`src/wmcu_pkg.sv`:
```
/*
 * wmcu_pkg: shared constants for the word move / compare datapath.
 * assumes a 16-bit BCD word machine with a small data area.
 */
`default_nettype none
package wmcu_pkg;
    localparam int          WMCU_WORD_W      = 16;
    localparam int          WMCU_DATA_WORDS  = 32;   // data area depth
    localparam int          WMCU_RANGE_MAX   = 16;   // ranges per table
    // opcodes as issued by the sequencer
    localparam logic [5:0]  WMCU_OP_COPY     = 6'h1E; // 30
    localparam logic [5:0]  WMCU_OP_INVCOPY  = 6'h1F; // 31
    localparam logic [5:0]  WMCU_OP_CMP3     = 6'h20; // 32
    localparam logic [5:0]  WMCU_OP_RANGE    = 6'h22; // 34
    // dedicated-area bit addresses of the flags
    localparam logic [15:0] WMCU_ADDR_FAULT  = 16'h0311;
    localparam logic [15:0] WMCU_ADDR_BELOW  = 16'h0313;
    localparam logic [15:0] WMCU_ADDR_MATCH  = 16'h0314;
    localparam logic [15:0] WMCU_ADDR_ABOVE  = 16'h0315;
    // highest legal range table base word
    localparam logic [15:0] WMCU_BASE_MAX    = 16'h0013;
    localparam logic [15:0] WMCU_ZERO        = 16'h0000;
    typedef enum logic [1:0] {
        WMCU_IDLE, WMCU_FETCH, WMCU_SCAN
    } wmcu_state_t;
endpackage
`default_nettype wire

```
`src/wmcu_bcd_ptr.sv`:
```
/*
 * wmcu_bcd_ptr: checks a 4-digit BCD pointer and converts it to binary.
 * assumes the caller registers the result; purely combinational.
 */
`default_nettype none
module wmcu_bcd_ptr #(
    parameter int LIMIT = 32
) (
    // pointer in
    input  wire logic [15:0] ptr_in,
    // decoded index and validity
    output logic      [15:0] idx_out,
    output logic             bad_out
);
    import wmcu_pkg::*;
    logic [3:0] d0, d1, d2, d3;
    logic       not_bcd;
    // digit split and range check
    assign d0      = ptr_in[3:0];
    assign d1      = ptr_in[7:4];
    assign d2      = ptr_in[11:8];
    assign d3      = ptr_in[15:12];
    assign not_bcd = (d0 > 4'h9) | (d1 > 4'h9) | (d2 > 4'h9) | (d3 > 4'h9);
    assign idx_out = 16'(d0) + 16'(d1) * 16'h000A + 16'(d2) * 16'h0064
                   + 16'(d3) * 16'h03E8;
    assign bad_out = not_bcd | (idx_out >= 16'(LIMIT));
endmodule
`default_nettype wire

```
`src/wmcu_core.sv`:
```
/*
 * wmcu_core: word copy, inverted copy, three-way compare and range-table
 * compare datapath with match/below/above/fault flags.
 * assumes a sequencer on the same clock issuing one step per pulse,
 * with the ladder condition of the current scan on EXEC_COND_IN.
 */
// Behaviour
// RULE1 - a true copy writes the source unchanged, a false one does nothing.
// RULE2 - a true inverted copy writes the complement of the source.
// RULE3 - a false inverted copy leaves destination and flags alone.
// RULE4 - both copies set match when the written value is zero, else clear.
// RULE5 - fault rises when an indirect pointer is not BCD or out of range.
// RULE6 - a copy with a held true condition runs again on every step.
// RULE7 - a false compare leaves above, match and below as they were.
// RULE8 - a true compare sets exactly one of match, below or above.
// RULE9 - below, match and above sit at bit addresses 0313, 0314, 0315.
// RULE10 - flags hold only until a later instruction rewrites them.
// RULE11 - the program supplies BCD values when comparing present counts.
// RULE12 - range result goes only to io word 01, work or data area.
// RULE13 - range base is data word 00 to 13; the value may come from anywhere.
// RULE14 - range count is lowest base digit plus one, limit pairs follow.
// RULE15 - result bit set inside a normal range, outside a reversed one.
// RULE16 - fault sits at bit address 0311 and flags bad operands.
// RULE17 - each step uses the condition computed earlier in the same scan.
`default_nettype none
module wmcu_core
    import wmcu_pkg::*;
#(
    parameter int WORD_W     = wmcu_pkg::WMCU_WORD_W,
    parameter int DATA_WORDS = wmcu_pkg::WMCU_DATA_WORDS
) (
    // clock and reset
    input  wire logic                 SYS_CLK_IN,
    input  wire logic                 SYS_RST_IN,
    // instruction step from the sequencer
    input  wire logic                 STEP_IN,
    input  wire logic [5:0]           OPCODE_IN,
    input  wire logic                 EXEC_COND_IN,
    input  wire logic [WORD_W-1:0]    FIRST_OPERAND_IN,
    input  wire logic [WORD_W-1:0]    SECOND_OPERAND_IN,
    input  wire logic                 INDIRECT_IN,
    input  wire logic [WORD_W-1:0]    POINTER_IN,
    input  wire logic [WORD_W-1:0]    RANGE_TABLE_BASE_IN,
    // data area write port from the sequencer
    input  wire logic                 DATA_WR_IN,
    input  wire logic [4:0]           DATA_ADDR_IN,
    input  wire logic [WORD_W-1:0]    DATA_WDATA_IN,
    // results
    output logic                      DEST_WR_OUT,
    output logic      [WORD_W-1:0]    DEST_DATA_OUT,
    output logic                      BUSY_OUT,
    output logic                      DONE_OUT,
    // dedicated-area flags
    output logic                      FAULT_FLAG_OUT,
    output logic                      BELOW_FLAG_OUT,
    output logic                      MATCH_FLAG_OUT,
    output logic                      ABOVE_FLAG_OUT
);
    import wmcu_pkg::*;

    logic [WORD_W-1:0] data_area [DATA_WORDS];
    wmcu_state_t       state_q, state_d;
    logic [15:0]       ptr_idx;
    logic              ptr_bad;
    logic [WORD_W-1:0] src_word;
    logic [WORD_W-1:0] copy_val;
    logic              is_copy, is_inv, is_cmp, is_rng, go;
    logic              cmp_lt, cmp_eq, cmp_gt;
    logic              base_bad;
    logic [4:0]        base_idx;
    logic [3:0]        rng_cnt;
    logic [3:0]        rng_i_q;
    logic [WORD_W-1:0] value_q;
    logic [WORD_W-1:0] result_q;
    logic [WORD_W-1:0] lo_w, hi_w;
    logic              in_rng, hit;
    logic              rev_lim, out_rng;
    logic              busy_q;
    logic              last_rng;
    logic [4:0]        lo_addr, hi_addr;
    logic              dest_wr_q, done_q, fault_q, below_q, match_q, above_q;
    logic [WORD_W-1:0] dest_q;

    // indirect pointer check
    // a pointer past the area reads a wrapped word; the fault blocks it for copy and compare, not for range
    wmcu_bcd_ptr #(.LIMIT(DATA_WORDS)) u_ptr (
        .ptr_in  (POINTER_IN),
        .idx_out (ptr_idx),
        .bad_out (ptr_bad)
    );

    // decode of the step; the condition is this scan's ladder result
    assign go       = STEP_IN & EXEC_COND_IN
                    & (state_q == WMCU_IDLE);                   // RULE17
    assign is_copy  = go & (OPCODE_IN == WMCU_OP_COPY);
    assign is_inv   = go & (OPCODE_IN == WMCU_OP_INVCOPY);
    assign is_cmp   = go & (OPCODE_IN == WMCU_OP_CMP3);
    assign is_rng   = go & (OPCODE_IN == WMCU_OP_RANGE);
    assign src_word = INDIRECT_IN ? data_area[ptr_idx[4:0]]
                                  : FIRST_OPERAND_IN;
    assign copy_val = is_inv ? ~src_word : src_word; // RULE2
    assign cmp_lt   = src_word < SECOND_OPERAND_IN;
    assign cmp_eq   = src_word == SECOND_OPERAND_IN;
    assign cmp_gt   = src_word > SECOND_OPERAND_IN;

    // range table walk: base word, then lower/upper pairs
    // the table is read live, so a write during the walk is seen at once
    assign base_bad = RANGE_TABLE_BASE_IN > WMCU_BASE_MAX;
    assign base_idx = RANGE_TABLE_BASE_IN[4:0];
    assign rng_cnt  = data_area[base_idx][3:0];                  // RULE14
    assign lo_addr  = 5'(base_idx + 5'(2 * rng_i_q) + 5'h01);
    assign hi_addr  = 5'(base_idx + 5'(2 * rng_i_q) + 5'h02);
    assign lo_w     = data_area[lo_addr];
    assign hi_w     = data_area[hi_addr];
    // reversed limits: the band between them is the miss zone
    assign rev_lim  = lo_w > hi_w;
    assign in_rng   = (value_q >= lo_w) & (value_q <= hi_w);
    assign out_rng  = (value_q <= hi_w) | (value_q >= lo_w);
    assign hit      = rev_lim ? out_rng : in_rng;               // RULE15
    assign last_rng = rng_i_q == rng_cnt;

    // state sequencing
    always_comb begin
        state_d = state_q;
        unique case (state_q)
            WMCU_IDLE:  if (is_rng && !base_bad) state_d = WMCU_SCAN;
            WMCU_FETCH: state_d = WMCU_SCAN;
            WMCU_SCAN:  if (last_rng) state_d = WMCU_IDLE;
        endcase
    end

    // data area storage, written by the sequencer
    always_ff @(posedge SYS_CLK_IN) begin
        if (DATA_WR_IN) begin
            data_area[DATA_ADDR_IN] <= DATA_WDATA_IN;
        end
    end

    // control state and range progress
    always_ff @(posedge SYS_CLK_IN) begin
        if (SYS_RST_IN) begin
            state_q  <= WMCU_IDLE;
            busy_q   <= 1'b0;
            rng_i_q  <= 4'h0;
            value_q  <= '0;
            result_q <= '0;
        end else begin
            state_q <= state_d;
            // busy is a flop copy of the next state, no decode at the pin
            busy_q  <= state_d != WMCU_IDLE;
            if (is_rng) begin
                rng_i_q  <= 4'h0;
                value_q  <= src_word;
                result_q <= '0;
            end else if (state_q == WMCU_SCAN) begin
                rng_i_q            <= rng_i_q + 4'h1;
                result_q[rng_i_q]  <= hit;                       // RULE15
            end
        end
    end

    // destination write strobe and data
    always_ff @(posedge SYS_CLK_IN) begin
        if (SYS_RST_IN) begin
            dest_wr_q <= 1'b0;
            dest_q    <= '0;
            done_q    <= 1'b0;
        end else begin
            dest_wr_q <= 1'b0;
            done_q    <= 1'b0;
            // every true copy step without a bad indirect pointer writes again, no edge memory here
            if ((is_copy || is_inv) && !(INDIRECT_IN && ptr_bad)) begin
                dest_wr_q <= 1'b1;                           // RULE1 RULE6
                dest_q    <= copy_val;
            end
            // the last bit goes straight from the compare into the word
            if (state_q == WMCU_SCAN && last_rng) begin
                dest_wr_q <= 1'b1;
                dest_q    <= result_q;
                dest_q[rng_i_q] <= hit;
            end
            done_q <= (go && !is_rng) || (is_rng && base_bad)
                   || (state_q == WMCU_SCAN && last_rng);
        end
    end

    // flags: held until the next flag-affecting step
    always_ff @(posedge SYS_CLK_IN) begin
        if (SYS_RST_IN) begin
            fault_q <= 1'b0;
            below_q <= 1'b0;
            match_q <= 1'b0;
            above_q <= 1'b0;
        end else begin
            // every executed step rewrites fault, good or bad
            if (go) begin
                fault_q <= (INDIRECT_IN & ptr_bad)
                         | (is_rng & base_bad);          // RULE5 RULE16
            end
            if ((is_copy || is_inv) && !(INDIRECT_IN && ptr_bad)) begin
                match_q <= copy_val == WMCU_ZERO;        // RULE4 RULE10
            end
            if (is_cmp && !(INDIRECT_IN && ptr_bad)) begin
                below_q <= cmp_lt;                       // RULE8 RULE9
                match_q <= cmp_eq;
                above_q <= cmp_gt;
            end
            // false condition: go is low, nothing changes  RULE3 RULE7
        end
    end

    // outputs straight from flip-flops
    assign DEST_WR_OUT    = dest_wr_q;
    assign DEST_DATA_OUT  = dest_q;
    assign BUSY_OUT       = busy_q;
    assign DONE_OUT       = done_q;
    assign FAULT_FLAG_OUT = fault_q;
    assign BELOW_FLAG_OUT = below_q;
    assign MATCH_FLAG_OUT = match_q;
    assign ABOVE_FLAG_OUT = above_q;
endmodule
`default_nettype wire

```
`config.mk`:
```
export PLATFORM = sky130hd
export DESIGN_NAME = wmcu_core
export DESIGN_NICKNAME = d
export VERILOG_FILES = /design/src/wmcu_pkg.sv /design/src/wmcu_bcd_ptr.sv /design/src/wmcu_core.sv
export SDC_FILE = /design/constraint.sdc
export NUM_CORES = 1
export LEC_CHECK = 0
export BUFFER_PORTS_ARGS = -buffer_cell sky130_fd_sc_hd__buf_2
export CORE_AREA = 2 2 255 257
export CTS_BUF_LIST = sky130_fd_sc_hd__clkbuf_16
export DETAILED_ROUTE_END_ITERATION = 10
export DIE_AREA = 0 0 257 259
export PLACE_DENSITY = 0.86
export SKIP_CTS_REPAIR_TIMING = 1
export SYNTH_ARGS = -nofsm -noshare
export SYNTH_HDL_FRONTEND = slang
export SYNTH_SLANG_ARGS = --single-unit
```
`constraint.sdc`:
```
create_clock -name SYS_CLK_IN -period 5.75 [get_ports SYS_CLK_IN]
set_input_delay 0.8625 -clock SYS_CLK_IN [delete_from_list [all_inputs] [get_ports SYS_CLK_IN]]
set_output_delay 0.8625 -clock SYS_CLK_IN [all_outputs]
set_load 0.02 [all_outputs]
```
### Word level (Yosys, flattened, before mapping)

Memories as Yosys holds them, arrays and structs flattened.
Index checks and enable logic that the tools add are counted.

* register bits: 61
* bits in writable memories: 512
* input port bits: 97
* output and inout port bits: 23
* logic and storage cells: 97
* memories: 1

Memory list
* data_area: depth 32, bits a word 16, read ports 4, clocked after Yosys merged registers in 0, write ports 1, line wmcu_core.sv:61 `logic [WORD_W-1:0] data_area [DATA_WORDS];`

* $add $sub $neg: 7
* multipliers: 3
* magnitude comparators: 13
* eq/ne operators: 8
* multiplexer cells: 17
* bitwise gates (word level): 16
* reductions and logical operators: 20

Operator list (count)
* 16-bit two-way mux: 4
* 16-bit greater-than comparator: 2
* 16-bit by 11-bit adder with 16-bit output: 1
* 16-bit by 14-bit adder with 16-bit output: 1
* 16-bit bitwise mux: 1
* 16-bit == test: 1
* 16-bit >= comparator: 1
* 16-bit by 6-bit >= comparator with 1-bit output (second input constant): 1
* 16-bit by 5-bit greater-than comparator with 1-bit output (second input constant): 1
* 4-bit greater-than comparator (second input constant): 4
* 16-bit less-or-equal comparator: 1
* 16-bit zero test: 1
* 16-bit < comparator: 1
* 16-bit inverter: 1
* 6-bit by 5-bit == test with 1-bit output (second input constant): 2
* 6-bit == test (second input constant): 2
* 4-bit by 7-bit multiplier with 11-bit output (second input constant): 1
* 4-bit by 8-bit adder with 9-bit output: 1
* 1-bit bitwise AND: 9
* 4-bit by 5-bit multiplier with 9-bit output (second input constant): 1
* 1-bit logical AND: 8
* 1-bit two-way mux: 8
* 4-bit by 3-bit multiplier with 7-bit output (second input constant): 1
* 1-bit bitwise OR: 6
* 17 further kinds: 24

### Logic depth before layout (Yosys ltp)

* depth in word-level cells: 11
* gate-level depth with buffers: 26
* depth with buffers taken out: 25

### Hierarchy

Synthesis repeated with hierarchy kept, for this count alone.

* cell total of the unflattened synthesis: 2286
* area total of the unflattened synthesis: 35516.6 um2

By module, submodules not included
* wmcu_core: times used 1, cells an instance 2072, area an instance 33683.6 um2, sequential area each 16595.9 um2
* wmcu_bcd_ptr: times used 1, cells an instance 214, area an instance 1833.0 um2, sequential area each 0.0 um2

### Worst setup path after synthesis

OpenSTA, ideal clock, no wires.

* kind: in2reg
* start: input port RANGE_TABLE_BASE_IN[1]
* end: register dest_q[1] (netlist: DEST_DATA_OUT[1])
* setup time: 0.127 ns
* arrival: 6.116 ns
* required time: 5.623 ns
* slack: -0.494 ns
* stages on the path: 19
* buffers on the path: 3
* cell sequence: ha_1 > ha_1 > clkbuf_1 > clkbuf_1 > mux4_2 > mux4_2 > mux2_2 > inv_1 > ha_1 > a21o_1 > a21o_1 > a211o_1 > a211oi_1 > o21ai_0 > a221o_1 > maj3_1 > clkbuf_1 > mux2i_1 > o22ai_1

* word-level cells in the longest chain between the ends: 8
* elaborated cells between the ends (all ways): 15
* classes of those cells: add/sub (3); order compare (3); eq/ne (1); mux (3); bitwise (2); reduce/logical (2); memory (1)

Ends and longest elaborated chain
* from (decl): line wmcu_core.sv:43 `input wire logic [WORD_W-1:0] RANGE_TABLE_BASE_IN,`
* 5-bit adder: line wmcu_core.sv:111, wmcu_core.sv:112
* 5-bit by 1-bit adder with 5-bit output / 5-bit by 2-bit adder with 5-bit output (equally long branches): line wmcu_core.sv:111, wmcu_core.sv:112
* memory 32 x 16 bit (*)
* 16-bit >= comparator / 16-bit less-or-equal comparator (equally long branches): line wmcu_core.sv:117, wmcu_core.sv:118
* 1-bit bitwise AND / 1-bit bitwise OR (equally long branches): line wmcu_core.sv:117, wmcu_core.sv:118
* 1-bit two-way mux: line wmcu_core.sv:119 `assign hit = rev_lim ? out_rng : in_rng;`
* 16-bit bitwise mux: line wmcu_core.sv:180 `dest_q[rng_i_q] <= hit;`
* 16-bit two-way mux: line wmcu_core.sv:177 `if (state_q == WMCU_SCAN && last_rng) begin`
* to (signal assigned): line wmcu_core.sv:174 `dest_q <= copy_val;`
* to (signal assigned): line wmcu_core.sv:179 `dest_q <= result_q;`
* to (signal, indexed assignment): line wmcu_core.sv:180
* to (decl): line wmcu_core.sv:82 `logic [WORD_W-1:0] dest_q;`

Every way passes the cells marked *; elsewhere a longest branch is shown, timed or not.
A chain may end at the register's enable or synchronous reset.

### Worst setup path after layout

* start: input port POINTER_IN[4]
* end: register above_q (netlist: ABOVE_FLAG_OUT)

* elaborated cells between the ends (all ways): 16
* classes of those cells: add/sub (3); mul (1); order compare (3); mux (1); bitwise (4); reduce/logical (3); memory (1)

RTL lines
* from (decl): line wmcu_core.sv:42 `input wire logic [WORD_W-1:0] POINTER_IN,`
* 4-bit by 3-bit multiplier with 7-bit output: line wmcu_bcd_ptr.sv:24 `assign idx_out = 16'(d0) + 16'(d1) * 16'h000A + 16'(d2) * 16'h0064`
* 4-bit by 8-bit adder with 9-bit output: line wmcu_bcd_ptr.sv:24
* 16-bit by 11-bit adder with 16-bit output: line wmcu_bcd_ptr.sv:24
* 16-bit by 14-bit adder with 16-bit output: line wmcu_bcd_ptr.sv:25 `+ 16'(d3) * 16'h03E8;`
* memory 32 x 16 bit
* 16-bit two-way mux: line wmcu_core.sv:99 `assign src_word = INDIRECT_IN ? data_area[ptr_idx[4:0]]`
* via src_word[9]: line wmcu_core.sv:65 `logic [WORD_W-1:0] src_word;`
* 16-bit greater-than comparator: line wmcu_core.sv:104 `assign cmp_gt = src_word > SECOND_OPERAND_IN;`
* to (signal assigned): line wmcu_core.sv:206 `above_q <= cmp_gt;`
* to (decl): line wmcu_core.sv:81 `logic dest_wr_q, done_q, fault_q, below_q, match_q, above_q;`

The timed path passes the listed nets, and every way through them passes these cells.

==> summary.txt <==
Outcome
  • Outcome: finished, final reports clean

Clocking
  • Clock Latency Late Sink: approximately 650 ps
  • Clock buffer depth: 3
  • H-tree levels: 2
  • Num Clock Sinks: between 500 and 600
  • Clock-pin slew on the worst setup and hold paths: about 60 ps
  • TritonCTS clock tree: built
  • Clk root buf: clkbuf_16
  • Total CTS buffers: 60

Routing
  • Vias: approximately 26000
  • DRC viols: 0
  • WL final: about 120 mm
  • Wire per inst: 34.3 microns
  • Routed Antenna Nets: 0
  • TritonRoute pass-1 iters: 6
  • Vias/cell: 7.36
  • First DRT Iteration DRCs: ~4400

Synth
  • Ys async rst share: 0%
  • Synthesis-stage register bit count: 573
  • Post-synth EDFFs: slightly above 500
  • Yosys warnings: 0
  • Ranking of synthesized cells by area: edfxtp_1, mux4_2, mux2i_1
  • Syn avg cell area: between 15 and 20 sq um
  • Seq/Total Area, Yosys: a little under half
  • Cell Area, Synth: between 0.03 and 0.04 sq mm
  • Ys flop type: edfxtp_1
  • Largest area contributor in the netlist: edfxtp_1
  • Synthesized instance count: 2333
  • Synthesized Nets: approximately 2600
  • Unique masters post-synth: between 80 and 90
  • Post-synth top area share: 42.8%

Timing
  • Final Hold Fails: 0
  • Setup Skew: around 25 ps
  • Hold_ws: about 480 ps
  • Period utilization: 98.3%
  • Worst Max-Slew Pin Slew: approximately 1200 ps
  • Crit path time final: 5650 ps
  • Count of final max-slew check failures: 0
  • Fmax: approximately 0.18 GHz
  • Slew margin rel.: 22.2%
  • Endpoints failing setup: 0
  • Worst setup margin: 99.8 ps

Floorplanning
  • Die Y: 259 microns
  • Die area: 0.0666 sq mm
  • Area of the core: around 0.064 sq mm
  • I/O pin cnt: 120
  • Starting density of the core: a little under three fifths
  • Die W: around 260 microns
  • # rows: a little over 90

Worst setup path
  • FF-to-FF path depth: 23
  • Critical Path End Type: flop
  • Worst setup SP type: input port
  • Critical Path RT: about 6200 ps
  • R2R Setup Slk: 310 ps
  • Critical R2R Launch: rng_i_q[0]
  • FF-to-FF End: result_q[10]
  • Worst path arrival time: approximately 6000 ps
  • CP max FO: 9
  • CP Class: in -> reg

Final layout
  • Non-Filler Instances: around 3500
  • Design Area, Final: ~0.04 sq mm
  • Fin nets: around 2800
  • Number of fillers in the final layout: 4281
  • Synth-to-Final Area Change: 14.1%
  • Core Util, Final: between 60% and 70%
  • Fraction of layout cells with a size suffix above 1: a little over a third

Power
  • Internal power: just under 0.009 W
  • Power Dens Cells: ~310 mW/mm^2
  • VDD IR max: roughly 0.00025 V
  • Clk pwr share: approximately a third
  • Static Leakage: about 15 nW
  • Sw frac: about 32%
  • Switching power of the nets: a little over 0.004 W
  • Seq pwr share: between 30% and 40%
  • Comb pwr share: 31.9%

GRT
  • Initial antenna violation count: 4
  • Number of global-route vias before repair: 26100
  • Total congestion overflow: 0
  • First-pass GRT wire length: 174 mm
  • Total GRT Usage: around 36%
  • Largest net degree at the start of global routing: 53

Placed design
  • GPL Wtd Cong: slightly below 1
  • DP Worst Slack: -1010 ps
  • Placed cells: between 3000 and 4000
  • HPWL after DPL: roughly 80 mm
  • Dpl cell area: between 0.03 and 0.04 sq mm
  • # port buffers: roughly 120

Flow run
  • Max_cap viols: 0

Min path
  • Min-delay worst type: reg -> reg
  • Hold depth: 2
  • Hold_sp: value_q[0]
  • Hold Path End: value_q[0]
==> cells in the final DEF, fill, tap and decap left out, drive strengths merged, types with 7 or more instances in the layout <==
cell type / Yosys / routed
a21oi: 84 / 84
nand3b: 11 / 11
o22ai: 19 / 19
a21o: 24 / 24
nand2b: 13 / 13
and2: 8 / 8
a311oi: 8 / 8
ha: 122 / 122
mux4: 419 / 419
nor2b: 16 / 16
buf: 74 / 354
fa: 18 / 18
o21a: 8 / 8
a22oi: 32 / 32
xnor2: 35 / 35
nor2: 115 / 115
mux2i: 196 / 196
o21ai: 44 / 44
and4: 7 / 7
nand3: 46 / 46
bufinv: 0 / 9
clkinv: 0 / 24
nand4: 27 / 27
nand2: 92 / 92
nor4: 9 / 9
and3: 8 / 8
mux2: 31 / 31
dfxtp: 61 / 61
clkbuf: 94 / 61
inv: 90 / 104
edfxtp: 512 / 512
a221oi: 19 / 19
xor2: 10 / 10
==> metrics by stage <==
step	power, W	setup TNS (ps)
final	0.0128	0
after global routing	0.0131	-81.2
after CTS	0.0126	-804
after detailed placement	0.00854	-9330
after global placement	0.00845	-7070
after floorplan	0.00688	0
==> logic make-up after synthesis <==
| group | count (synthesis) | share of synthesized area, % |
|---|---|---|
| compound gates | 290 | 5.43 |
| buf+inv | 258 | 3.82 |
| mux | 646 | 33.0 |
| fa+ha+maj | 141 | 5.28 |
| simple gates | 380 | 5.23 |
| flops | 573 | 46.2 |
| xor+xnor | 45 | 1.10 |
==> power by group through the flow <==
stage | sequential, W | clock [W] | combinational (W)
final | 0.00462 | 0.00408 | 0.00406
after CTS | 0.00461 | 0.00408 | 0.00388
after detailed placement | 0.00470 | 0 | 0.00384
after global placement | 0.00469 | 0 | 0.00375
after floorplan | 0.00469 | 0 | 0.00219
after global routing | 0.00462 | 0.00423 | 0.00422
==> flip-flops by register name, summed over array words and instances, names as in the netlist <==
register        flops
ABOVE_FLAG_OUT      1
BELOW_FLAG_OUT      1
BUSY_OUT            1
DEST_DATA_OUT      16
DEST_WR_OUT         1
DONE_OUT            1
FAULT_FLAG_OUT      1
MATCH_FLAG_OUT      1
data_area         512
result_q           16
rng_i_q             4
state_q             2
value_q            16
==> worst max path at each step <==
stage,startpoint,endpoint,cells past startpoint
detailed placement,POINTER_IN[4],ABOVE_FLAG_OUT,24
CTS,POINTER_IN[4],ABOVE_FLAG_OUT,24
finish,POINTER_IN[4],ABOVE_FLAG_OUT,25
global route,POINTER_IN[4],ABOVE_FLAG_OUT,26
floorplan,RANGE_TABLE_BASE_IN[1],DEST_DATA_OUT[1],19
global placement,POINTER_IN[4],ABOVE_FLAG_OUT,24
==> synth_stat cells (all sizes together) (6+ instances only) <==
master  number
nand3b      11
clkbuf      94
xnor2       35
dfxtp       61
nand2b      13
nand2       92
edfxtp     512
a21oi       84
inv         90
o221ai       6
nand4       27
a22oi       32
xor2        10
o22ai       19
and4         7
or2          6
mux2i      196
a21o        24
mux2        31
a311oi       8
nor2b       16
o21ai       44
fa          18
o21a         8
a221oi      19
and2         8
and3         8
mux4       419
nor2       115
nor3         6
nor4         9
ha         122
nand3       46
buf         74
a211oi       6
==> final cells by class <==
cell class,instances,area (sq um),share of cell area [%]
sequential,573,16600,40.5
timing repair buffer,354,2760,6.73
inverter,90,338,0.824
multi-input combinational,1502,18200,44.4
tap,855,1070,2.61
clock inverter,51,512,1.25
antenna,5,12.5,0.0305
clock buffer,61,1530,3.72
==> critical path, cell delays in order <==
cell	delay [ps]
buf_2	120
ha_1	290
ha_1	350
xnor2_2	180
fa_1	430
inv_1	80
ha_1	160
inv_1	60
fa_1	540
buf_4	180
and2_1	160
buf_4	290
a32oi_1	160
and3_1	280
a21oi_1	260
ha_1	290
a21o_1	160
a21o_1	170
a21o_1	170
a21o_1	170
a21oi_1	150
o21ai_0	120
a311oi_1	280
nand3b_1	150
a21oi_1	60
==> routing by layer <==
| metal | vias up | share of wire, % | track usage, % |
|---|---|---|---|
| li1 | 10100 | - | - |
| met1 | 12700 | 32 | 44.7 |
| met2 | 2315 | 45 | 55.3 |
| met3 | 573 | 16 | 13.4 |
| met4 | 4 | 6.8 | 19.8 |
| met5 | - | 0.027 | 0 |
No activity file was read; power rests on OpenSTA's default activity.
